<file path="src/include/wake_host_pkg.sv">
// constants shared by the wake-receiver host controller
package wake_host_pkg;
  // timing
  localparam int CLK_HZ           = 50_000_000;
  localparam int CLK_NS           = 20;
  localparam int XTAL_HZ          = 32768;
  localparam int HALFBIT_XTAL_DIV = 12;
  localparam int HALFBIT_CYC      = CLK_HZ / XTAL_HZ * HALFBIT_XTAL_DIV
                                    + (CLK_HZ % XTAL_HZ) * HALFBIT_XTAL_DIV / XTAL_HZ;
  localparam int SCL_HALF_NS      = 80;
  localparam int SCL_HALF_CYC     = (SCL_HALF_NS + CLK_NS - 1) / CLK_NS;
  // wake pattern
  localparam logic [7:0] PATTERN_SYMBOLS = 8'h96;
  localparam logic [4:0] PATTERN_HALF    = 5'h10;
  localparam logic [4:0] PATTERN_ONES    = 5'h08;
  localparam logic [7:0] NPRE_RESET      = 8'h08;
  // device serial word: {data[5:0], reg_addr_high, reg_addr_low}
  localparam logic [1:0] DEV_ADDR_POWER  = 2'h0;
  localparam logic [1:0] DEV_ADDR_CHSEL  = 2'h1;
  localparam logic [1:0] DEV_ADDR_TEST   = 2'h2;
  localparam int         WAKE_CLEAR_BIT_POS = 5;
  localparam logic [5:0] CHSEL_RESET     = 6'h00;
  // own register map
  localparam logic [7:0] REG_CTRL        = 8'h00;
  localparam logic [7:0] REG_PREAMBLE    = 8'h04;
  localparam logic [7:0] REG_DEV_WRITE   = 8'h08;
  localparam logic [7:0] REG_CHSEL       = 8'h0c;
  localparam logic [7:0] REG_STATUS      = 8'h10;
  localparam int CTRL_SEND_POS   = 0;
  localparam int CTRL_DOUBLE_POS = 1;
  localparam int CTRL_CLEAR_POS  = 2;
  localparam int ST_WAKE_POS     = 0;
  localparam int ST_SER_BUSY_POS = 1;
  localparam int ST_FRAME_POS    = 2;
  localparam int ST_SEEN_POS     = 3;
  localparam int ST_CLEARING_POS = 4;
  localparam int ST_BOOT_POS     = 5;

  // manchester: symbol 1 -> half-bits 1,0; msb symbol ends up in bits 15:14
  function automatic logic [15:0] manchester(input logic [7:0] s);
    logic [15:0] h;
    h = 16'h0000;
    for (int i = 0; i < 8; i++) begin
      h[2*i+1] = s[i];
      h[2*i]   = ~s[i];
    end
    return h;
  endfunction
endpackage
</file>
<file path="src/core/lf_frame_tx.sv">
// wake frame half-bit generator: preamble then one or two patterns
`timescale 1ns/1ps
`default_nettype none
module lf_frame_tx #(
  parameter int HALF_CYC = wake_host_pkg::HALFBIT_CYC
) (
  input  wire logic       ref_clk,
  input  wire logic       rst_b,
  input  wire logic       start,
  input  wire logic       double_pattern_enable,
  input  wire logic [7:0] npre,
  output logic            busy,
  output logic            tx_data,
  output logic            tx_active
);
  localparam logic [15:0] PAT = wake_host_pkg::manchester(wake_host_pkg::PATTERN_SYMBOLS);
  logic [15:0] cnt;
  logic [8:0]  idx, pre, total;
  logic        dbl_q, active;
  wire         tick   = active && (cnt == 16'(HALF_CYC - 1));
  wire         in_pre = (idx < pre);
  wire  [8:0]  pidx   = idx - pre;
  wire         hb     = in_pre ? ~idx[0] : PAT[4'hf - pidx[3:0]];

  assign busy = active;

  always_ff @(posedge ref_clk or negedge rst_b) begin
    if (!rst_b) begin
      cnt       <= 16'h0000;
      idx       <= 9'h000;
      pre       <= 9'h000;
      total     <= 9'h000;
      dbl_q     <= 1'b0;
      active    <= 1'b0;
      tx_data   <= 1'b0;
      tx_active <= 1'b0;
    end else begin
      tx_data   <= active & hb;
      tx_active <= active;
      cnt       <= tick || !active ? 16'h0000 : cnt + 16'h0001;
      if (!active && start) begin
        active <= 1'b1;
        idx    <= 9'h000;
        dbl_q  <= double_pattern_enable;
        pre    <= {1'b0, npre[7:1], 1'b0};
        total  <= {1'b0, npre[7:1], 1'b0}
                  + (double_pattern_enable ? 9'h020 : 9'h010);
      end else if (tick) begin
        if (idx == total - 9'h001)
          active <= 1'b0;
        else
          idx <= idx + 9'h001;
      end
    end
  end

  // checking helpers
  logic        prev_hb;
  logic [4:0]  ones;
  logic [15:0] patsh;
  always_ff @(posedge ref_clk or negedge rst_b) begin
    if (!rst_b) begin
      prev_hb <= 1'b0;
      ones    <= 5'h00;
      patsh   <= 16'h0000;
    end else if (tick) begin
      prev_hb <= hb;
      patsh   <= {patsh[14:0], hb};
      ones    <= (pidx[3:0] == 4'h0) ? {4'h0, hb} : ones + {4'h0, hb};
    end
  end
  wire pat_end = tick && !in_pre && pidx[3:0] == 4'hf;
endmodule // lf_frame_tx
`default_nettype wire

</file>
<file path="src/core/ser3_writer.sv">
// three-wire write-only serial master, lsb first, latched by chip select fall
`timescale 1ns/1ps
`default_nettype none
module ser3_writer #(
  parameter int HALF_CYC = wake_host_pkg::SCL_HALF_CYC
) (
  input  wire logic       ref_clk,
  input  wire logic       rst_b,
  input  wire logic       start,
  input  wire logic [7:0] byte_in,
  output logic            busy,
  output logic            cs,
  output logic            scl,
  output logic            sda
);
  typedef enum logic [2:0] {S_IDLE, S_LEAD, S_LOW, S_HIGH, S_TAIL} ser_state_t;
  ser_state_t  state;
  logic [15:0] cnt;
  logic [2:0]  bitn;
  logic [7:0]  shreg;
  wire         tick = (cnt == 16'(HALF_CYC - 1));

  assign busy = (state != S_IDLE);

  always_ff @(posedge ref_clk or negedge rst_b) begin
    if (!rst_b) begin
      state <= S_IDLE;
      cnt   <= 16'h0000;
      bitn  <= 3'h0;
      shreg <= 8'h00;
      cs    <= 1'b0;
      scl   <= 1'b0;
      sda   <= 1'b0;
    end else begin
      cnt <= (state == S_IDLE || tick) ? 16'h0000 : cnt + 16'h0001;
      unique case (state)
        S_IDLE: if (start) begin
          state <= S_LEAD;
          shreg <= byte_in;
          cs    <= 1'b1;
        end
        S_LEAD: if (tick) begin
          state <= S_LOW;
          sda   <= shreg[0];
        end
        S_LOW: if (tick) begin
          state <= S_HIGH;
          scl   <= 1'b1;
        end
        S_HIGH: if (tick) begin
          scl <= 1'b0;
          if (bitn == 3'h7) begin
            state <= S_TAIL;
            bitn  <= 3'h0;
          end else begin
            state <= S_LOW;
            bitn  <= bitn + 3'h1;
            shreg <= {1'b0, shreg[7:1]};
            sda   <= shreg[1];
          end
        end
        S_TAIL: if (tick) begin
          state <= S_IDLE;
          cs    <= 1'b0;
        end
      endcase
    end
  end

  // checking helpers: what a receiver would shift in
  logic [7:0] sent, cap;
  logic [3:0] rises;
  logic       scl_q;
  always_ff @(posedge ref_clk or negedge rst_b) begin
    if (!rst_b) begin
      sent  <= 8'h00;
      cap   <= 8'h00;
      rises <= 4'h0;
      scl_q <= 1'b0;
    end else begin
      scl_q <= scl;
      if (state == S_IDLE && start) begin
        sent  <= byte_in;
        rises <= 4'h0;
      end else if (scl && !scl_q) begin
        cap   <= {sda, cap[7:1]};
        rises <= rises + 4'h1;
      end
    end
  end
endmodule // ser3_writer
`default_nettype wire

</file>
<file path="src/core/wake_host_ctrl.sv">
// host controller for a three-channel wake receiver: config port, clearing, frames
// How it works
// the receiver looks for one sixteen half-bit wake pattern per channel
// our pattern has eight one and eight zero half-bits
// each symbol is two half-bits: one is high-low, zero is low-high
// the pattern is symbol value 0x96, most significant symbol first
// double mode in the receiver needs two detections before wake
// in double mode the second pattern follows the first with no gap
// a frame is preamble then pattern, once or twice
// preamble alternates one-zero, even length, eight recommended
// receiver detects only with all ones right and zero errors within tolerance
// receiver zero half-bit tolerance is programmable zero to three
// receiver ORs the three channel detections onto one wake line
// in double mode the error limit applies to each pattern alone
// double detection may use two different channels
// wake stays low until the clear bit is written high then low
// artificial wakes need the same clearing
// after power-up the receiver drives wake low
// after start-up the host clears wake with the normal sequence
// receiver strength pin floats while chip select is inactive
// config port is chip select, serial clock and serial data lines
// each transfer is eight bits, least significant first
// low two bits are register address, upper six are data
// chip select fall copies data into the addressed register
// receiver half-bit rate is crystal clock over twelve
// while the clear bit is one, wake is held high
// an unused address changes no register
// power-on reset idles correlators, stages and the shift latch
`timescale 1ns/1ps
`default_nettype none
module wake_host_ctrl #(
  parameter int HALFBIT_CYC  = wake_host_pkg::HALFBIT_CYC,
  parameter int SCL_HALF_CYC = wake_host_pkg::SCL_HALF_CYC
) (
  input  wire logic        ref_clk,
  input  wire logic        rst_b,
  input  wire logic [7:0]  bus_addr,
  input  wire logic [31:0] bus_wdata,
  input  wire logic        bus_wr,
  input  wire logic        bus_rd,
  output logic      [31:0] bus_rdata,
  output logic             ser_cs,
  output logic             ser_scl,
  output logic             ser_sda,
  input  wire logic        wake_b,
  output logic             lf_tx_data,
  output logic             lf_tx_active
);
  typedef enum logic [2:0] {
    CLR_IDLE,
    CLR_HIGH,
    CLR_HIGH_WAIT,
    CLR_LOW,
    CLR_LOW_WAIT
  } clr_state_t;

  function automatic logic hit(input logic [7:0] a, input logic [7:0] off);
    return a == off;
  endfunction

  // register decode
  wire wr_ctrl   = bus_wr && hit(bus_addr, wake_host_pkg::REG_CTRL);
  wire wr_pre    = bus_wr && hit(bus_addr, wake_host_pkg::REG_PREAMBLE);
  wire wr_dev    = bus_wr && hit(bus_addr, wake_host_pkg::REG_DEV_WRITE);
  wire wr_chsel  = bus_wr && hit(bus_addr, wake_host_pkg::REG_CHSEL);
  wire wr_status = bus_wr && hit(bus_addr, wake_host_pkg::REG_STATUS);

  // software state
  logic       double_pattern_enable;
  logic [7:0] npre;
  logic [5:0] chsel_shadow;
  logic       wake_seen;
  logic       boot_pending;
  logic       sw_clear_pending;
  clr_state_t clr_state;

  // wake pin synchroniser
  logic wake_meta;
  logic wake_sync;
  logic wake_prev;
  wire  wake_low  = !wake_sync;
  wire  wake_fall = wake_prev && !wake_sync;

  always_ff @(posedge ref_clk or negedge rst_b) begin
    if (!rst_b) begin
      wake_meta <= 1'b1;
      wake_sync <= 1'b1;
      wake_prev <= 1'b1;
    end else begin
      wake_meta <= wake_b;
      wake_sync <= wake_meta;
      wake_prev <= wake_sync;
    end
  end

  // serial engine hookup
  logic       ser_busy;
  logic       frame_busy;
  wire        clr_idle  = (clr_state == CLR_IDLE);
  wire        clr_go    = clr_idle && !ser_busy
                          && (sw_clear_pending || (boot_pending && wake_low));
  wire        sw_start  = wr_dev && clr_idle && !clr_go && !ser_busy;
  wire        clr_hi    = (clr_state == CLR_HIGH);
  wire        clr_lo    = (clr_state == CLR_LOW);
  wire        ser_start = sw_start || clr_hi || clr_lo;

  // clear words: shadow of the channel select register with the clear bit set or cleared
  wire [5:0] clr_data_hi = chsel_shadow
                           | (6'h01 << wake_host_pkg::WAKE_CLEAR_BIT_POS);
  wire [5:0] clr_data_lo = chsel_shadow
                           & ~(6'h01 << wake_host_pkg::WAKE_CLEAR_BIT_POS);
  wire       reg_addr_high = wake_host_pkg::DEV_ADDR_CHSEL[1];
  wire       reg_addr_low  = wake_host_pkg::DEV_ADDR_CHSEL[0];
  wire [7:0] clr_word_hi   = {clr_data_hi, reg_addr_high, reg_addr_low};
  wire [7:0] clr_word_lo   = {clr_data_lo, reg_addr_high, reg_addr_low};
  wire [7:0] ser_byte      = clr_hi ? clr_word_hi
                           : clr_lo ? clr_word_lo
                           : bus_wdata[7:0];

  ser3_writer #(
    .HALF_CYC (SCL_HALF_CYC)
  ) u_ser (
    .ref_clk  (ref_clk),
    .rst_b    (rst_b),
    .start    (ser_start),
    .byte_in  (ser_byte),
    .busy     (ser_busy),
    .cs       (ser_cs),
    .scl      (ser_scl),
    .sda      (ser_sda)
  );

  // wake clearing sequence: clear bit high, then low
  always_ff @(posedge ref_clk or negedge rst_b) begin
    if (!rst_b) begin
      clr_state <= CLR_IDLE;
    end else begin
      unique case (clr_state)
        CLR_IDLE:      if (clr_go) clr_state <= CLR_HIGH;
        CLR_HIGH:      clr_state <= CLR_HIGH_WAIT;
        CLR_HIGH_WAIT: if (!ser_busy) clr_state <= CLR_LOW;
        CLR_LOW:       clr_state <= CLR_LOW_WAIT;
        CLR_LOW_WAIT:  if (!ser_busy) clr_state <= CLR_IDLE;
      endcase
    end
  end

  // pending clear requests; a new request wins over its own consumption
  wire clr_req = wr_ctrl && bus_wdata[wake_host_pkg::CTRL_CLEAR_POS];
  always_ff @(posedge ref_clk or negedge rst_b) begin
    if (!rst_b) begin
      boot_pending     <= 1'b1;
      sw_clear_pending <= 1'b0;
    end else begin
      if (clr_go)
        boot_pending <= 1'b0;
      if (clr_req)
        sw_clear_pending <= 1'b1;
      else if (clr_go)
        sw_clear_pending <= 1'b0;
    end
  end

  // configuration registers
  always_ff @(posedge ref_clk or negedge rst_b) begin
    if (!rst_b) begin
      double_pattern_enable <= 1'b0;
      npre                  <= wake_host_pkg::NPRE_RESET;
      chsel_shadow          <= wake_host_pkg::CHSEL_RESET;
    end else begin
      if (wr_ctrl)
        double_pattern_enable <= bus_wdata[wake_host_pkg::CTRL_DOUBLE_POS];
      if (wr_pre)
        npre <= {bus_wdata[7:1], 1'b0};
      if (wr_chsel)
        chsel_shadow <= bus_wdata[5:0] & ~(6'h01 << wake_host_pkg::WAKE_CLEAR_BIT_POS);
    end
  end

  // sticky wake seen flag, write one to clear, set wins
  wire seen_clr = wr_status && bus_wdata[wake_host_pkg::ST_SEEN_POS];
  always_ff @(posedge ref_clk or negedge rst_b) begin
    if (!rst_b)
      wake_seen <= 1'b0;
    else if (wake_fall)
      wake_seen <= 1'b1;
    else if (seen_clr)
      wake_seen <= 1'b0;
  end

  // wake frame transmitter
  wire frame_start = wr_ctrl && bus_wdata[wake_host_pkg::CTRL_SEND_POS] && !frame_busy;

  lf_frame_tx #(
    .HALF_CYC (HALFBIT_CYC)
  ) u_frame (
    .ref_clk               (ref_clk),
    .rst_b                 (rst_b),
    .start                 (frame_start),
    .double_pattern_enable (bus_wdata[wake_host_pkg::CTRL_DOUBLE_POS]),
    .npre                  (npre),
    .busy                  (frame_busy),
    .tx_data               (lf_tx_data),
    .tx_active             (lf_tx_active)
  );

  // read back
  wire [31:0] status_word = {26'h0000000,
                             boot_pending,
                             !clr_idle,
                             wake_seen,
                             frame_busy,
                             ser_busy,
                             wake_low};
  wire [31:0] ctrl_word   = {30'h00000000, double_pattern_enable, 1'b0};
  wire [31:0] rd_mux      = hit(bus_addr, wake_host_pkg::REG_CTRL)     ? ctrl_word
                          : hit(bus_addr, wake_host_pkg::REG_PREAMBLE) ? {24'h000000, npre}
                          : hit(bus_addr, wake_host_pkg::REG_CHSEL)    ? {26'h0000000, chsel_shadow}
                          : hit(bus_addr, wake_host_pkg::REG_STATUS)   ? status_word
                          : 32'h00000000;

  always_ff @(posedge ref_clk or negedge rst_b) begin
    if (!rst_b)
      bus_rdata <= 32'h00000000;
    else
      bus_rdata <= bus_rd ? rd_mux : 32'h00000000;
  end

  // checking helpers
  logic started_any;
  always_ff @(posedge ref_clk or negedge rst_b) begin
    if (!rst_b)
      started_any <= 1'b0;
    else if (ser_start)
      started_any <= 1'b1;
  end
endmodule // wake_host_ctrl
`default_nettype wire

</file>
<file path="config.mk">
export PLATFORM = sky130hd
export DESIGN_NAME = wake_host_ctrl
export DESIGN_NICKNAME = d
export VERILOG_FILES = /design/src/include/wake_host_pkg.sv /design/src/core/lf_frame_tx.sv /design/src/core/ser3_writer.sv /design/src/core/wake_host_ctrl.sv
export SDC_FILE = /design/constraint.sdc
export NUM_CORES = 1
export LEC_CHECK = 0
export BUFFER_PORTS_ARGS = -buffer_cell sky130_fd_sc_hd__buf_2
export CORE_MARGIN = 1
export CORE_UTILIZATION = 30
export CTS_BUF_LIST = sky130_fd_sc_hd__clkbuf_16
export CTS_CLUSTER_SIZE = 14
export DETAILED_ROUTE_END_ITERATION = 12
export SLEW_MARGIN = 20
export SYNTH_ARGS = -nofsm -noshare
export SYNTH_HDL_FRONTEND = slang
export SYNTH_SLANG_ARGS = --single-unit
</file>
<file path="constraint.sdc">
create_clock -name ref_clk -period 2.9 [get_ports ref_clk]
set_input_delay 0.29 -clock ref_clk [delete_from_list [all_inputs] [get_ports ref_clk]]
set_output_delay 0.29 -clock ref_clk [all_outputs]
set_load 0.005 [all_outputs]
</file>
# After elaboration in Yosys (flattened, before gate mapping)
# Memory sizes are Yosys's and may differ from the RTL's.
# Cells that the tools add are included.
# classes
mux	47
n_reduce_logical	49
order_cmp	2
n_bitwise	2
add_sub_neg	8
eq_ne	26
# ops
operator	count
8-bit two-way mux	8
16-bit by 1-bit adder with 16-bit output (second input constant)	2
16-bit two-way mux	2
3-bit two-way mux	10
3-bit case mux with 5 select lines	2
9-bit two-way mux	3
1-bit logical AND	18
6-bit two-way mux	3
16-bit by 15-bit equality test with 1-bit output (second input constant)	1
16-bit by 2-bit equality test with 1-bit output (second input constant)	1
8-bit by 4-bit equality test with 1-bit output (second input constant)	2
8-bit case mux with 2 select lines	1
2-bit nonzero test	8
1-bit two-way mux	15
3-bit by 2-bit equality test with 1-bit output (second input constant)	4
2-bit by 1-bit != test with 1-bit output (second input constant)	6
8-bit by 9-bit adder with 9-bit output	1
9-bit by 1-bit adder with 9-bit output (second input constant)	1
3-bit equality test (second input constant)	3
9-bit equality test	1
9-bit by 8-bit < comparator with 1-bit output	1
3-bit AND reduction	3
9-bit by 1-bit subtractor with 9-bit output (second input constant)	1
8-bit by 3-bit equality test with 1-bit output (second input constant)	1
18 further kinds	36
# word_totals
register_bits	107
rom_bits	16
output_inout_bits	37
n_memories	1
# memory_table
memory	words	word_bits	read_ports	rd_clocked_by_memory_dff	write_ports	line	text
(name not given)	16	1	1	0	0	lf_frame_tx.sv:23	wire hb = in_pre ? ~idx[0] : PAT[4'hf - pidx[3:0]];

# Longest topological paths before layout
# Gate-level depths: netlist (run 1).
# depth
ltp_word	11
depth_mapped	9

# Cells and area by module
# Synthesis (run 1) repeated with hierarchy kept, for this count alone.
# unflattened
cells_unflattened	574
area_unflattened_um2	5715.5
# by_module_without_submodules
module	seq_area_each_um2	cells_each	n_inst	area_each_um2
lf_frame_tx	1001.0	253	1	2363.5
ser3_writer	825.8	172	1	1685.4
wake_host_ctrl	757.0	149	1	1666.6

# Worst setup path before layout (run 1)
# Ideal clock, no wire load.
# synth_path
kind	register to register
startpoint	register u_ser.cnt[0]
endpoint	register u_ser.shreg[0]
t_required_ns	2.775
period_less_slack_ns	2.186
arrival_time_ns	2.061
path_stages_with_launch	10
slack_ns	0.714
cell_sequence	dfrtp_1 > ha_1 > buf_2 > nor4b_2 > nand4_1 > and2b_1 > nor2_1 > a211o_1 > buf_6 > mux2_4
# synth_between
elab_chain_cells	3
# synth_lines
item	line	text
start, declared	ser3_writer.sv:18	logic [15:0] cnt;
start signal, assigned	ser3_writer.sv:35	cnt <= (state == S_IDLE || tick) ? 16'h0000 : cnt + 16'h0001;
16-bit by 2-bit equality test with 1-bit output	ser3_writer.sv:21	wire tick = (cnt == 16'(HALF_CYC - 1));
2-bit by 1-bit != test with 1-bit output (no source line)	-	
4-bit AND reduction (no source line)	-	
end signal, assigned	ser3_writer.sv:39	shreg <= byte_in;
end signal, assigned	ser3_writer.sv:58	shreg <= {1'b0, shreg[7:1]};
end, declared	ser3_writer.sv:20	logic [7:0] shreg;
# No other way between the ends.
# A chain may end at the register's enable or synchronous reset.

# Worst setup path in the final report (run 1)
# layout_path
startpoint	register u_ser.cnt[0]
endpoint	register u_ser.shreg[4]
# The elaborated chain is that of the path after synthesis.

==> flow_results.xml, run 1 <==
<?xml version="1.0" encoding="UTF-8"?>
<metrics>
  <group name="detailed_routing">
    <metric name="met3RoutedLength" unit="um">416</metric>
    <metric name="route.top_layer_used" unit="">met4</metric>
    <metric name="route.antenna.remaining_nets" unit="">0</metric>
    <metric name="dr.first_iter.drc_count" unit="">131</metric>
    <metric name="drt_pass1_iterations" unit="">4</metric>
    <metric name="viasPerCell" unit="">4.84</metric>
    <metric name="wl_met2" unit="um">4930</metric>
    <metric name="m1WireLength" unit="um">5840</metric>
    <metric name="via_count" unit="">3981</metric>
    <metric name="wl_per_cell" unit="um">13.8</metric>
    <metric name="drt_wl_total" unit="um">11400</metric>
    <metric name="route.detailed.drc" unit="">0</metric>
  </group>
  <group name="power">
    <metric name="sw_frac_of_total" unit="%">23.7</metric>
    <metric name="clock_power_share" unit="%">42.7</metric>
    <metric name="seqPwrFrac" unit="%">53.8</metric>
    <metric name="combPwrFrac" unit="%">3.5</metric>
    <metric name="cellInternalPower" unit="mW">2.07</metric>
    <metric name="leakage" unit="nW">2.74</metric>
    <metric name="power.ir.vdd_worst" unit="mV">0.260</metric>
    <metric name="power_per_cell_area" unit="mW/mm^2">436</metric>
    <metric name="total_switching_power" unit="mW">0.642</metric>
  </group>
  <group name="sta">
    <metric name="report.final.setup_viol" unit="">0</metric>
    <metric name="final-hold-violation-count" unit="">2</metric>
    <metric name="maxSlewHeadroom" unit="%">59.9</metric>
    <metric name="max_clock_freq" unit="MHz">387</metric>
    <metric name="final_clock_period_utilization_by_the_worst_path" unit="%">89.1</metric>
    <metric name="finalCriticalPeriod" unit="ns">2.58</metric>
    <metric name="unrepaired_setup_endpoints_after_global_routing" unit="">false</metric>
    <metric name="final.setup.tns" unit="ns">0</metric>
    <metric name="worst-slew-pin-transition" unit="ns">0.601</metric>
    <metric name="finalMaxSlewViolations" unit="">0</metric>
    <metric name="final_hold_slack" unit="ns">-0.00524</metric>
    <metric name="worst_case_clock_skew" unit="ns">0.00838</metric>
  </group>
  <group name="synth">
    <metric name="synth.distinct_cells" unit="">67</metric>
    <metric name="synth_top_cell_area_share" unit="%">43.9</metric>
    <metric name="postSynthCellCount" unit="">553</metric>
    <metric name="cell_area_synth" unit="mm^2">0.00558</metric>
    <metric name="syn_area_per_cell" unit="um^2">10.1</metric>
    <metric name="most_frequent_cell_after_synthesis" unit="">dfrtp_1</metric>
    <metric name="synth_enable_flop_cells" unit="">0</metric>
    <metric name="synth.yosys.seq_area_share" unit="%">46.3</metric>
    <metric name="synth-warning-count" unit="">0</metric>
    <metric name="yosys_most_used_dff" unit="">dfrtp_1</metric>
    <metric name="synth-seq-cells" unit="">103</metric>
    <metric name="synth_area_leaders" unit="">dfrtp_1, ha_1, nor2_1, nand2_1, mux2_2</metric>
    <metric name="async_reset_ff_share" unit="%">100</metric>
    <metric name="ys_top_cells_by_count" unit="">dfrtp_1, nor2_1, nand2_1, o21ai_0, inv_1</metric>
    <metric name="netlist.top_cell.by_area" unit="">dfrtp_1</metric>
  </group>
  <group name="floorplanning">
    <metric name="floorplan.die_area" unit="mm^2">0.0192</metric>
    <metric name="start_util" unit="%">30.9</metric>
    <metric name="dieWidth" unit="um">138</metric>
    <metric name="io_pins" unit="">82</metric>
    <metric name="fp.dieH" unit="um">138</metric>
    <metric name="core-area" unit="mm^2">0.0181</metric>
    <metric name="row_cnt" unit="">49</metric>
  </group>
  <group name="final_layout">
    <metric name="num_antenna_cells" unit="">0</metric>
    <metric name="finish.net_count" unit="">651</metric>
    <metric name="areaGrowthSynthToFinish" unit="%">11.4</metric>
    <metric name="finalNonFillerCells" unit="">822</metric>
    <metric name="postLayoutCoreUtil" unit="%">34.4</metric>
    <metric name="drive_above_1_share" unit="%">16.7</metric>
  </group>
  <group name="clock_network">
    <metric name="clock_path_buffers" unit="">2</metric>
    <metric name="cts_tree" unit="">done</metric>
    <metric name="clkSlewWorstSetupHoldPaths" unit="ns">0.08</metric>
    <metric name="cts_made_buffers" unit="">9</metric>
    <metric name="clock_tree.htree_level_count" unit="">3</metric>
    <metric name="root_buffer" unit="">clkbuf_16</metric>
    <metric name="postcts_setup_bufs" unit="">0</metric>
    <metric name="cts_hold_buf" unit="">0</metric>
    <metric name="numClockSinks" unit="">103</metric>
    <metric name="clk_latency" unit="ns">0.35</metric>
    <metric name="post_cts_resize_count" unit="">0</metric>
  </group>
  <group name="job">
    <metric name="max-cap-violations" unit="">0</metric>
  </group>
  <group name="outcome">
    <metric name="failed_checks" unit="">negative hold slack</metric>
    <metric name="run_status" unit="">finished, violations left</metric>
  </group>
  <group name="critical_path">
    <metric name="ff_to_ff_path_depth" unit="">7</metric>
    <metric name="timing.critical_path.to_type" unit="">flip-flop</metric>
    <metric name="critical_path.max_fanout" unit="">8</metric>
    <metric name="critPathRequiredTime" unit="ns">3.13</metric>
    <metric name="cp_data_arrival_time" unit="ns">2.81</metric>
    <metric name="worstReg2RegStart" unit="">u_ser.cnt[0]$_DFF_PN0_</metric>
    <metric name="worst-r2r-setup-slack" unit="ns">0.32</metric>
    <metric name="critPathKind" unit="">reg2reg</metric>
    <metric name="critPathLaunchType" unit="">flip-flop</metric>
    <metric name="worstReg2RegEnd" unit="">u_ser.shreg[4]$_DFFE_PN0P_</metric>
  </group>
  <group name="placed_design">
    <metric name="place_inst" unit="">806</metric>
    <metric name="gp_congestion" unit="">0.800</metric>
    <metric name="place_hpwl" unit="um">8060</metric>
    <metric name="port_buffers" unit="">33</metric>
  </group>
  <group name="min_path">
    <metric name="hold_class" unit="">in2async</metric>
  </group>
  <group name="grt">
    <metric name="grt_use_total" unit="%">12.3</metric>
    <metric name="antenna_found_initial" unit="">0</metric>
    <metric name="grt_first_pass_wirelength" unit="um">19200</metric>
    <metric name="first_global_vias" unit="">3797</metric>
    <metric name="total_grt_overflow" unit="">0</metric>
    <metric name="pin_count_of_the_biggest_net_entering_global_routing" unit="">104</metric>
  </group>
</metrics>
power groups by stage:
| stage | Clock [mW] | Combinational, mW | Sequential (mW) |
|---|---|---|---|
| floorplan | 0 | 0.0561 | 1.48 |
| CTS | 1.19 | 0.0972 | 1.46 |
| finish | 1.16 | 0.0939 | 1.46 |
| global route | 1.25 | 0.109 | 1.46 |
| global placement | 0 | 0.0955 | 1.49 |
| detailed placement | 0 | 0.0966 | 1.49 |
sequential cells by signal, indices dropped and copies added, names as in the netlist, 5 cells and up:
name	flops
bus_rdata	8
u_frame.pre	7
u_frame.cnt	16
u_ser.shreg	8
u_frame.total	5
u_frame.idx	9
chsel_shadow	5
npre	7
u_ser.cnt	16
worst max-delay path, cell delays in order (launching register included):
cell,delay [ns]
dfrtp_1,0.41
ha_1,0.32
nor4b_2,0.25
nand4_1,0.26
and2b_1,0.37
nor2_1,0.06
a211o_1,0.44
mux2_4,0.35
logic make-up (layout without fill, tap and decap cells):
family / count (synthesis) / in the layout / synth area share (%)
flops: 103 / 103 / 46.3
xor+xnor: 38 / 38 / 5.96
compound gates: 93 / 93 / 11.6
buf+inv: 70 / 87 / 6.61
simple gates: 197 / 197 / 18.2
other cells: 1 / 24 / 0.0672
mux: 33 / 33 / 6.93
fa+ha+maj: 18 / 18 / 4.30
layer usage:
metal / vias up / track usage [%]
li1: 1966 / -
met1: 1914 / 18.5
met2: 87 / 18.2
met3: 14 / 1.49
met4: 0 / 4.26
met5: - / 0
how the worst max path moves through the flow:
| stage | from | to | cells after the start |
|---|---|---|---|
| 3_5_place_dp | u_ser.cnt[0]$_DFF_PN0_ | u_ser.shreg[4]$_DFFE_PN0P_ | 7 |
| 4_1_cts | u_ser.cnt[0]$_DFF_PN0_ | u_ser.shreg[2]$_DFFE_PN0P_ | 7 |
| 2_1_floorplan | u_ser.cnt[0]$_DFF_PN0_ | u_ser.shreg[0]$_DFFE_PN0P_ | 9 |
| 6_report | u_ser.cnt[0]$_DFF_PN0_ | u_ser.shreg[4]$_DFFE_PN0P_ | 7 |
| 3_3_place_gp | u_ser.cnt[0]$_DFF_PN0_ | u_ser.shreg[5]$_DFFE_PN0P_ | 7 |
| 5_1_grt | u_ser.cnt[0]$_DFF_PN0_ | u_ser.shreg[3]$_DFFE_PN0P_ | 7 |
cells in the final DEF, fill, tap and decap left out, types with 3 or more instances in the layout:
cell	instances
xnor2_1	19
nor2_1	52
nand4_1	11
mux2_2	17
clkbuf_16	9
nor2b_1	6
or3_1	9
a211o_1	3
o22ai_1	8
a2111oi_0	5
and2_1	5
dfstp_2	5
xor2_1	19
nand3_1	17
nand2_1	51
o21ai_0	35
conb_1	24
a22oi_1	4
dfrtp_1	98
ha_1	16
clkinv_4	4
and4_1	4
a21oi_1	11
buf_4	7
buf_2	32
mux2_4	7
a31oi_1	3
nor4_1	5
inv_1	31
and3_1	13
mux2i_1	9
nor3_1	7
stage by stage:
step           instance area [um^2]  setup slack [ns]  hold slack (ns)  power (mW)
2_1_floorplan                  5670             0.714         -0.00559        1.54
3_3_place_gp                   5930             0.377            0.347        1.58
3_5_place_dp                   5930             0.339            0.348        1.58
4_1_cts                        6220             0.309           0.0326        2.75
5_1_grt                        6220             0.158           0.0314        2.82
6_report                       6220             0.317         -0.00524        2.71
final cells by class:
cell class | count | area (um^2)
clock inverters | 7 | 57.6
clock buffers | 9 | 225
flip-flops and latches | 103 | 2580
fillers | 1819 | 11900
repair buffers | 40 | 233
inverters | 31 | 116
well taps | 229 | 287
multi-input cells | 403 | 2720
Note: power is estimated with default switching activity, not from simulation.
==> run 2, diff against run 1 <==
--- a/config.mk
+++ b/config.mk
@@ -7,4 +7,5 @@
 export LEC_CHECK = 0
 export BUFFER_PORTS_ARGS = -buffer_cell sky130_fd_sc_hd__buf_2
+export CAP_MARGIN = 20
 export CORE_MARGIN = 1
 export CORE_UTILIZATION = 30
==> constraint.sdc (replaced) <==
create_clock -name ref_clk -period 2.9 [get_ports ref_clk]
set_input_delay 0.58 -clock ref_clk [delete_from_list [all_inputs] [get_ports ref_clk]]
set_output_delay 0.58 -clock ref_clk [all_outputs]
set_load 0.005 [all_outputs]
==> run 2 against run 1 <==
Against the previous run:
- the run now ends clean
- maximum frequency up 9.3%
- first-iteration DRC count rose by 49%
- sequential cell count is the same
- sequential share of layout area shrank 0.36 points
- critical path type unchanged
- non-clock buffer count up 3
- final area rose by 0.87%
==> flow_results.xml, run 2 (synthesis gave the netlist of run 1 again) <==
<?xml version="1.0" encoding="UTF-8"?>
<metrics>
  <group name="outcome">
    <metric name="run_status" unit="">finished clean</metric>
  </group>
  <group name="grt">
    <metric name="grt_use_total" unit="%">12.5</metric>
    <metric name="grt_first_pass_wirelength" unit="um">19400</metric>
    <metric name="antenna_found_initial" unit="">0</metric>
    <metric name="total_grt_overflow" unit="">0</metric>
    <metric name="first_global_vias" unit="">3758</metric>
    <metric name="pin_count_of_the_biggest_net_entering_global_routing" unit="">59</metric>
  </group>
  <group name="sta">
    <metric name="worst-slew-pin-transition" unit="ns">0.615</metric>
    <metric name="finalCriticalPeriod" unit="ns">2.36</metric>
    <metric name="worst_case_clock_skew" unit="ns">0.0141</metric>
    <metric name="maxSlewHeadroom" unit="%">59.0</metric>
    <metric name="final_clock_period_utilization_by_the_worst_path" unit="%">81.5</metric>
    <metric name="final.setup.tns" unit="ns">0</metric>
    <metric name="finalMaxSlewViolations" unit="">0</metric>
    <metric name="max_clock_freq" unit="MHz">423</metric>
    <metric name="report.final.setup_viol" unit="">0</metric>
    <metric name="final-hold-violation-count" unit="">0</metric>
    <metric name="unrepaired_setup_endpoints_after_global_routing" unit="">false</metric>
    <metric name="layout_setup_ws" unit="ns">0.536</metric>
  </group>
  <group name="clock_network">
    <metric name="root_buffer" unit="">clkbuf_16</metric>
    <metric name="numClockSinks" unit="">103</metric>
    <metric name="clk_latency" unit="ns">0.35</metric>
    <metric name="cts_hold_buf" unit="">0</metric>
    <metric name="clock_tree.htree_level_count" unit="">3</metric>
    <metric name="clkSlewWorstSetupHoldPaths" unit="ns">0.07</metric>
    <metric name="post_cts_resize_count" unit="">0</metric>
    <metric name="cts_tree" unit="">done</metric>
    <metric name="clock_path_buffers" unit="">2</metric>
    <metric name="postcts_setup_bufs" unit="">0</metric>
    <metric name="cts_made_buffers" unit="">9</metric>
  </group>
  <group name="final_layout">
    <metric name="register_area" unit="mm^2">0.00258</metric>
    <metric name="num_antenna_cells" unit="">0</metric>
    <metric name="postLayoutCellArea" unit="mm^2">0.00627</metric>
    <metric name="areaGrowthSynthToFinish" unit="%">12.4</metric>
    <metric name="final_common_cell" unit="">dfrtp_1</metric>
    <metric name="finalNonFillerCells" unit="">825</metric>
    <metric name="top_library_cells_by_usage_in_the_layout_fill_and_taps_aside" unit="">dfrtp_1, nor2_1, nand2_1</metric>
    <metric name="drive_above_1_share" unit="%">16.9</metric>
    <metric name="fillers" unit="">1834</metric>
    <metric name="biggestRegsByFlops" unit="">u_frame.cnt (16), u_ser.cnt (16), u_frame.idx (9)</metric>
    <metric name="finish.net_count" unit="">654</metric>
    <metric name="multi_input_area" unit="mm^2">0.00272</metric>
  </group>
  <group name="critical_path">
    <metric name="cp_cell_sequence" unit="">inv_1 &gt; ha_1 &gt; nand2_1 &gt; or4b_2 &gt; o211a_1 &gt; o211ai_2 &gt; o22ai_1</metric>
    <metric name="critPathKind" unit="">reg2reg</metric>
    <metric name="critPathRequiredTime" unit="ns">3.11</metric>
    <metric name="cp_slowest_stage_delay" unit="ns">0.62</metric>
    <metric name="cp_data_arrival_time" unit="ns">2.57</metric>
    <metric name="critPathLaunchType" unit="">flip-flop</metric>
    <metric name="timing.critical_path.to_type" unit="">flip-flop</metric>
    <metric name="highest_delay_cell_along_the_critical_path" unit="">or4b_2</metric>
    <metric name="critical_path.max_fanout" unit="">8</metric>
  </group>
  <group name="placed_design">
    <metric name="placement.cell_area" unit="mm^2">0.00596</metric>
    <metric name="place_inst" unit="">809</metric>
    <metric name="dp_worst_setup_slack" unit="ns">0.269</metric>
    <metric name="place_hpwl" unit="um">8190</metric>
    <metric name="gp_congestion" unit="">0.819</metric>
    <metric name="port_buffers" unit="">33</metric>
  </group>
  <group name="detailed_routing">
    <metric name="via_count" unit="">3964</metric>
    <metric name="drt_pass1_iterations" unit="">4</metric>
    <metric name="wl_per_cell" unit="um">13.7</metric>
    <metric name="viasPerCell" unit="">4.80</metric>
    <metric name="dr.first_iter.drc_count" unit="">195</metric>
    <metric name="route.antenna.remaining_nets" unit="">0</metric>
    <metric name="route.detailed.drc" unit="">0</metric>
    <metric name="drt_wl_total" unit="um">11300</metric>
  </group>
  <group name="floorplanning">
    <metric name="row_cnt" unit="">49</metric>
    <metric name="io_pins" unit="">82</metric>
    <metric name="start_util" unit="%">30.9</metric>
    <metric name="core-area" unit="mm^2">0.0181</metric>
    <metric name="floorplan.die_area" unit="mm^2">0.0192</metric>
    <metric name="fp.dieH" unit="um">138</metric>
    <metric name="dieWidth" unit="um">138</metric>
  </group>
  <group name="power">
    <metric name="power_per_cell_area" unit="mW/mm^2">453</metric>
    <metric name="power.ir.vdd_worst" unit="mV">0.300</metric>
    <metric name="leakage" unit="nW">2.78</metric>
  </group>
  <group name="job">
    <metric name="max-cap-violations" unit="">0</metric>
  </group>
  <group name="min_path">
    <metric name="hold_class" unit="">in2async</metric>
  </group>
</metrics>
-- run 2: final timing paths --
path,from,end,slack (ns),cells past startpoint
max,u_frame.pre[2]$_DFFE_PN0N_,u_frame.idx[2]$_DFFE_PN0P_,0.54,7
min,rst_b,u_ser.state[0]$_DFFE_PN0P_,0.24,1
max reg2reg,u_frame.pre[2]$_DFFE_PN0N_,u_frame.idx[2]$_DFFE_PN0P_,0.54,7
min reg2reg,wake_meta$_DFF_PN1_,wake_sync$_DFF_PN1_,0.36,0
max in group asynchronous,rst_b,npre[3]$_DFFE_PN1P_,1.89,2
min in group ref_clk,wake_b,wake_meta$_DFF_PN1_,0.33,1
-- run 2: area by class of cell --
cell class / instances / share of cell area, %
multi-input combinational: 403 / 43.3
sequential: 103 / 41.2
tap: 229 / 4.57
timing repair buffer: 43 / 4.07
clock buffer: 9 / 3.59
inverter: 31 / 1.86
clock inverter: 7 / 1.42
-- run 2: layer usage --
layer | wire [um] | track usage [%]
met5 | 0 | 0
met4 | 167 | 4.61
met3 | 231 | 1.35
met2 | 5020 | 19.2
met1 | 5880 | 18.2
-- run 2: through the flow --
stage / utilization (%) / hold slack, ns / total power, mW
after global routing: 34.7 / 0.291 / 2.96
after CTS: 34.7 / 0.267 / 2.89
after detailed placement: 32.9 / 0.349 / 1.58
after global placement: 32.9 / 0.346 / 1.58
after floorplan: - / 0.284 / 1.54
final: 34.7 / 0.243 / 2.84
-- run 2: worst max-delay path, delay by kind of cell (launching register included) --
family,cells,cell delay [ns]
AOI/OAI and AO/OA,3,0.68
DFF,1,0.45
adders and majority gates,1,0.29
buffers and inverters,1,0.10
and+or+nand+nor,2,0.72
-- run 2: power breakdown --
part | total [mW] | leakage [nW] | internal (mW) | switching (mW)
Combinational | 0.0940 | 1.36 | 0.0293 | 0.0647
Sequential | 1.46 | 1.26 | 1.45 | 0.0110
Clock | 1.29 | 0.158 | 0.752 | 0.537
==> run 3, diff against run 2 <==
clock period = 2.4 ns   (was 2.9 ns; I/O delays follow)
==> run 3 against run 2 <==
Against the previous run:
- die area unchanged
- utilization increased by 0.99 points
- highest routed layer unchanged
- sequential cell count unchanged
- worst setup slack got worse by 0.37 ns
- largest cell class unchanged
- routed wire length increased by 2.6%
- combinational power increased by 23%
- maximum frequency increased by 6.0%
- final cell count increased by 2.3%
- global-route usage increased by 0.30 points
- final area increased by 2.9%
==> flow_results.xml, run 3 (synthesis gave the netlist of run 1 again) <==
<?xml version="1.0" encoding="UTF-8"?>
<metrics>
  <group name="outcome">
    <metric name="run_status" unit="">finished clean</metric>
  </group>
  <group name="floorplanning">
    <metric name="row_cnt" unit="">49</metric>
    <metric name="fp.dieH" unit="um">138</metric>
    <metric name="core-area" unit="mm^2">0.0181</metric>
    <metric name="dieWidth" unit="um">138</metric>
    <metric name="start_util" unit="%">30.9</metric>
    <metric name="floorplan.die_area" unit="mm^2">0.0192</metric>
    <metric name="io_pins" unit="">82</metric>
  </group>
  <group name="grt">
    <metric name="pin_count_of_the_biggest_net_entering_global_routing" unit="">74</metric>
    <metric name="grt_first_pass_wirelength" unit="um">19600</metric>
    <metric name="total_grt_overflow" unit="">0</metric>
    <metric name="first_global_vias" unit="">3876</metric>
    <metric name="antenna_found_initial" unit="">0</metric>
    <metric name="grt_use_total" unit="%">12.8</metric>
  </group>
  <group name="job">
    <metric name="max-cap-violations" unit="">0</metric>
  </group>
  <group name="final_layout">
    <metric name="drive_above_1_share" unit="%">20.2</metric>
    <metric name="finalNonFillerCells" unit="">844</metric>
    <metric name="finish.net_count" unit="">673</metric>
    <metric name="fillers" unit="">1822</metric>
    <metric name="final_common_cell" unit="">dfrtp_1</metric>
    <metric name="top_library_cells_by_usage_in_the_layout_fill_and_taps_aside" unit="">dfrtp_1, nor2_1, nand2_1</metric>
    <metric name="num_antenna_cells" unit="">0</metric>
    <metric name="postLayoutCellArea" unit="mm^2">0.00645</metric>
    <metric name="areaGrowthSynthToFinish" unit="%">15.6</metric>
    <metric name="biggestRegsByFlops" unit="">u_frame.cnt (16), u_ser.cnt (16), u_frame.idx (9)</metric>
  </group>
  <group name="clock_network">
    <metric name="cts_tree" unit="">done</metric>
    <metric name="clkSlewWorstSetupHoldPaths" unit="ns">0.07</metric>
    <metric name="clock_tree.htree_level_count" unit="">3</metric>
    <metric name="cts_hold_buf" unit="">0</metric>
    <metric name="postcts_setup_bufs" unit="">0</metric>
    <metric name="numClockSinks" unit="">103</metric>
    <metric name="cts_made_buffers" unit="">9</metric>
    <metric name="clk_latency" unit="ns">0.36</metric>
    <metric name="clock_path_buffers" unit="">2</metric>
    <metric name="post_cts_resize_count" unit="">0</metric>
    <metric name="root_buffer" unit="">clkbuf_16</metric>
  </group>
  <group name="detailed_routing">
    <metric name="wl_per_cell" unit="um">13.7</metric>
    <metric name="drt_wl_total" unit="um">11600</metric>
    <metric name="dr.first_iter.drc_count" unit="">200</metric>
    <metric name="route.antenna.remaining_nets" unit="">0</metric>
    <metric name="via_count" unit="">4058</metric>
    <metric name="route.detailed.drc" unit="">0</metric>
    <metric name="drt_pass1_iterations" unit="">4</metric>
    <metric name="viasPerCell" unit="">4.81</metric>
  </group>
  <group name="placed_design">
    <metric name="place_hpwl" unit="um">8440</metric>
    <metric name="place_inst" unit="">828</metric>
    <metric name="placement.cell_area" unit="mm^2">0.00610</metric>
    <metric name="gp_congestion" unit="">0.836</metric>
    <metric name="port_buffers" unit="">33</metric>
  </group>
  <group name="sta">
    <metric name="worst-slew-pin-transition" unit="ns">0.624</metric>
    <metric name="finalMaxSlewViolations" unit="">0</metric>
    <metric name="final_hold_slack" unit="ns">0.105</metric>
    <metric name="final-hold-violation-count" unit="">0</metric>
    <metric name="final_clock_period_utilization_by_the_worst_path" unit="%">92.9</metric>
    <metric name="worst_case_clock_skew" unit="ns">0.00560</metric>
    <metric name="report.final.setup_viol" unit="">0</metric>
    <metric name="finalCriticalPeriod" unit="ns">2.23</metric>
    <metric name="maxSlewHeadroom" unit="%">58.4</metric>
    <metric name="final.setup.tns" unit="ns">0</metric>
    <metric name="max_clock_freq" unit="MHz">448</metric>
    <metric name="unrepaired_setup_endpoints_after_global_routing" unit="">true</metric>
  </group>
  <group name="min_path">
    <metric name="hold_class" unit="">in2async</metric>
  </group>
  <group name="critical_path">
    <metric name="worstReg2RegEnd" unit="">u_frame.idx[5]$_DFFE_PN0P_</metric>
    <metric name="ff_to_ff_path_depth" unit="">7</metric>
    <metric name="worst-r2r-setup-slack" unit="ns">0.17</metric>
    <metric name="timing.critical_path.to_type" unit="">flip-flop</metric>
    <metric name="critical_path.max_fanout" unit="">8</metric>
    <metric name="worstReg2RegStart" unit="">u_frame.pre[1]$_DFFE_PN0N_</metric>
    <metric name="cp_data_arrival_time" unit="ns">2.51</metric>
    <metric name="critPathLaunchType" unit="">flip-flop</metric>
    <metric name="critPathRequiredTime" unit="ns">2.68</metric>
    <metric name="critPathKind" unit="">reg2reg</metric>
  </group>
  <group name="power">
    <metric name="cellInternalPower" unit="mW">2.73</metric>
    <metric name="seqPwrFrac" unit="%">50.0</metric>
    <metric name="combPwrFrac" unit="%">3.3</metric>
    <metric name="power.ir.vdd_worst" unit="mV">0.296</metric>
    <metric name="leakage" unit="nW">2.88</metric>
    <metric name="sw_frac_of_total" unit="%">22.7</metric>
    <metric name="total_switching_power" unit="mW">0.801</metric>
    <metric name="power_per_cell_area" unit="mW/mm^2">547</metric>
    <metric name="clock_power_share" unit="%">46.7</metric>
  </group>
</metrics>
## run 3: cell types whose count changed in the layout (fill, tap and decap cells not counted), moves of 2 or more
cell / previous run / this run
inv_8: 0 / 2
buf_4: 10 / 29
a2111oi_0: 5 / 2
inv_1: 33 / 31
a2111oi_1: 0 / 3
## run 3: power groups by stage
stage / sequential (mW) / combinational, mW / clock [mW]
2_1_floorplan: 1.79 / 0.0678 / 0
3_3_place_gp: 1.80 / 0.119 / 0
3_5_place_dp: 1.80 / 0.120 / 0
4_1_cts: 1.76 / 0.120 / 1.70
5_1_grt: 1.77 / 0.135 / 1.76
6_report: 1.76 / 0.116 / 1.65
## run 3: worst max-delay path, stage by stage (launching register included)
cell       delay [ns]
dfrtp_1          0.38
inv_1            0.08
ha_1             0.35
and3_1           0.21
o22ai_1          0.14
a2111oi_4        0.61
a2111oi_0        0.22
o22ai_1          0.18
## run 3: per-stage QoR
step,total power [mW],setup WS (ns),util [%]
5_1_grt,3.66,-0.0162,35.7
2_1_floorplan,1.86,0.214,-
6_report,3.53,0.170,35.7
3_5_place_dp,1.92,-0.0774,33.7
4_1_cts,3.59,0.181,35.6
3_3_place_gp,1.92,-0.0819,33.7
## run 3: final cells by class
cell class              instances  area, um^2  share of cell area, %
clock buffers                   9         225                   3.49
clock inverters                 7         115                   1.78
inverters                      31         116                   1.80
multi-input cells             403        2730                   42.3
flip-flops and latches        103        2580                   40.1
well taps                     229         287                   4.44
repair buffers                 62         398                   6.17
## run 3: metal layers
metal / GRT usage, % / vias to the layer above / wire, um
met4: 6.74 / 0 / 282
met1: 18.5 / 1945 / 5930
met3: 1.42 / 15 / 296
li1: - / 2019 / -
met2: 18.9 / 79 / 5080
met5: 0 / - / 0
## run 3: worst max path at each step
stage | startpoint | endpoint | cells past startpoint | slack [ns]
6_report | u_frame.pre[1]$_DFFE_PN0N_ | u_frame.idx[5]$_DFFE_PN0P_ | 7 | 0.17
5_1_grt | u_frame.pre[1]$_DFFE_PN0N_ | u_frame.idx[3]$_DFFE_PN0P_ | 8 | -0.02
4_1_cts | u_frame.pre[1]$_DFFE_PN0N_ | u_frame.idx[8]$_DFFE_PN0P_ | 8 | 0.18
3_5_place_dp | bus_addr[0] | u_frame.idx[8]$_DFFE_PN0P_ | 7 | -0.08
3_3_place_gp | bus_addr[0] | u_frame.idx[8]$_DFFE_PN0P_ | 7 | -0.08
2_1_floorplan | u_ser.cnt[0]$_DFF_PN0_ | u_ser.shreg[0]$_DFFE_PN0P_ | 9 | 0.21
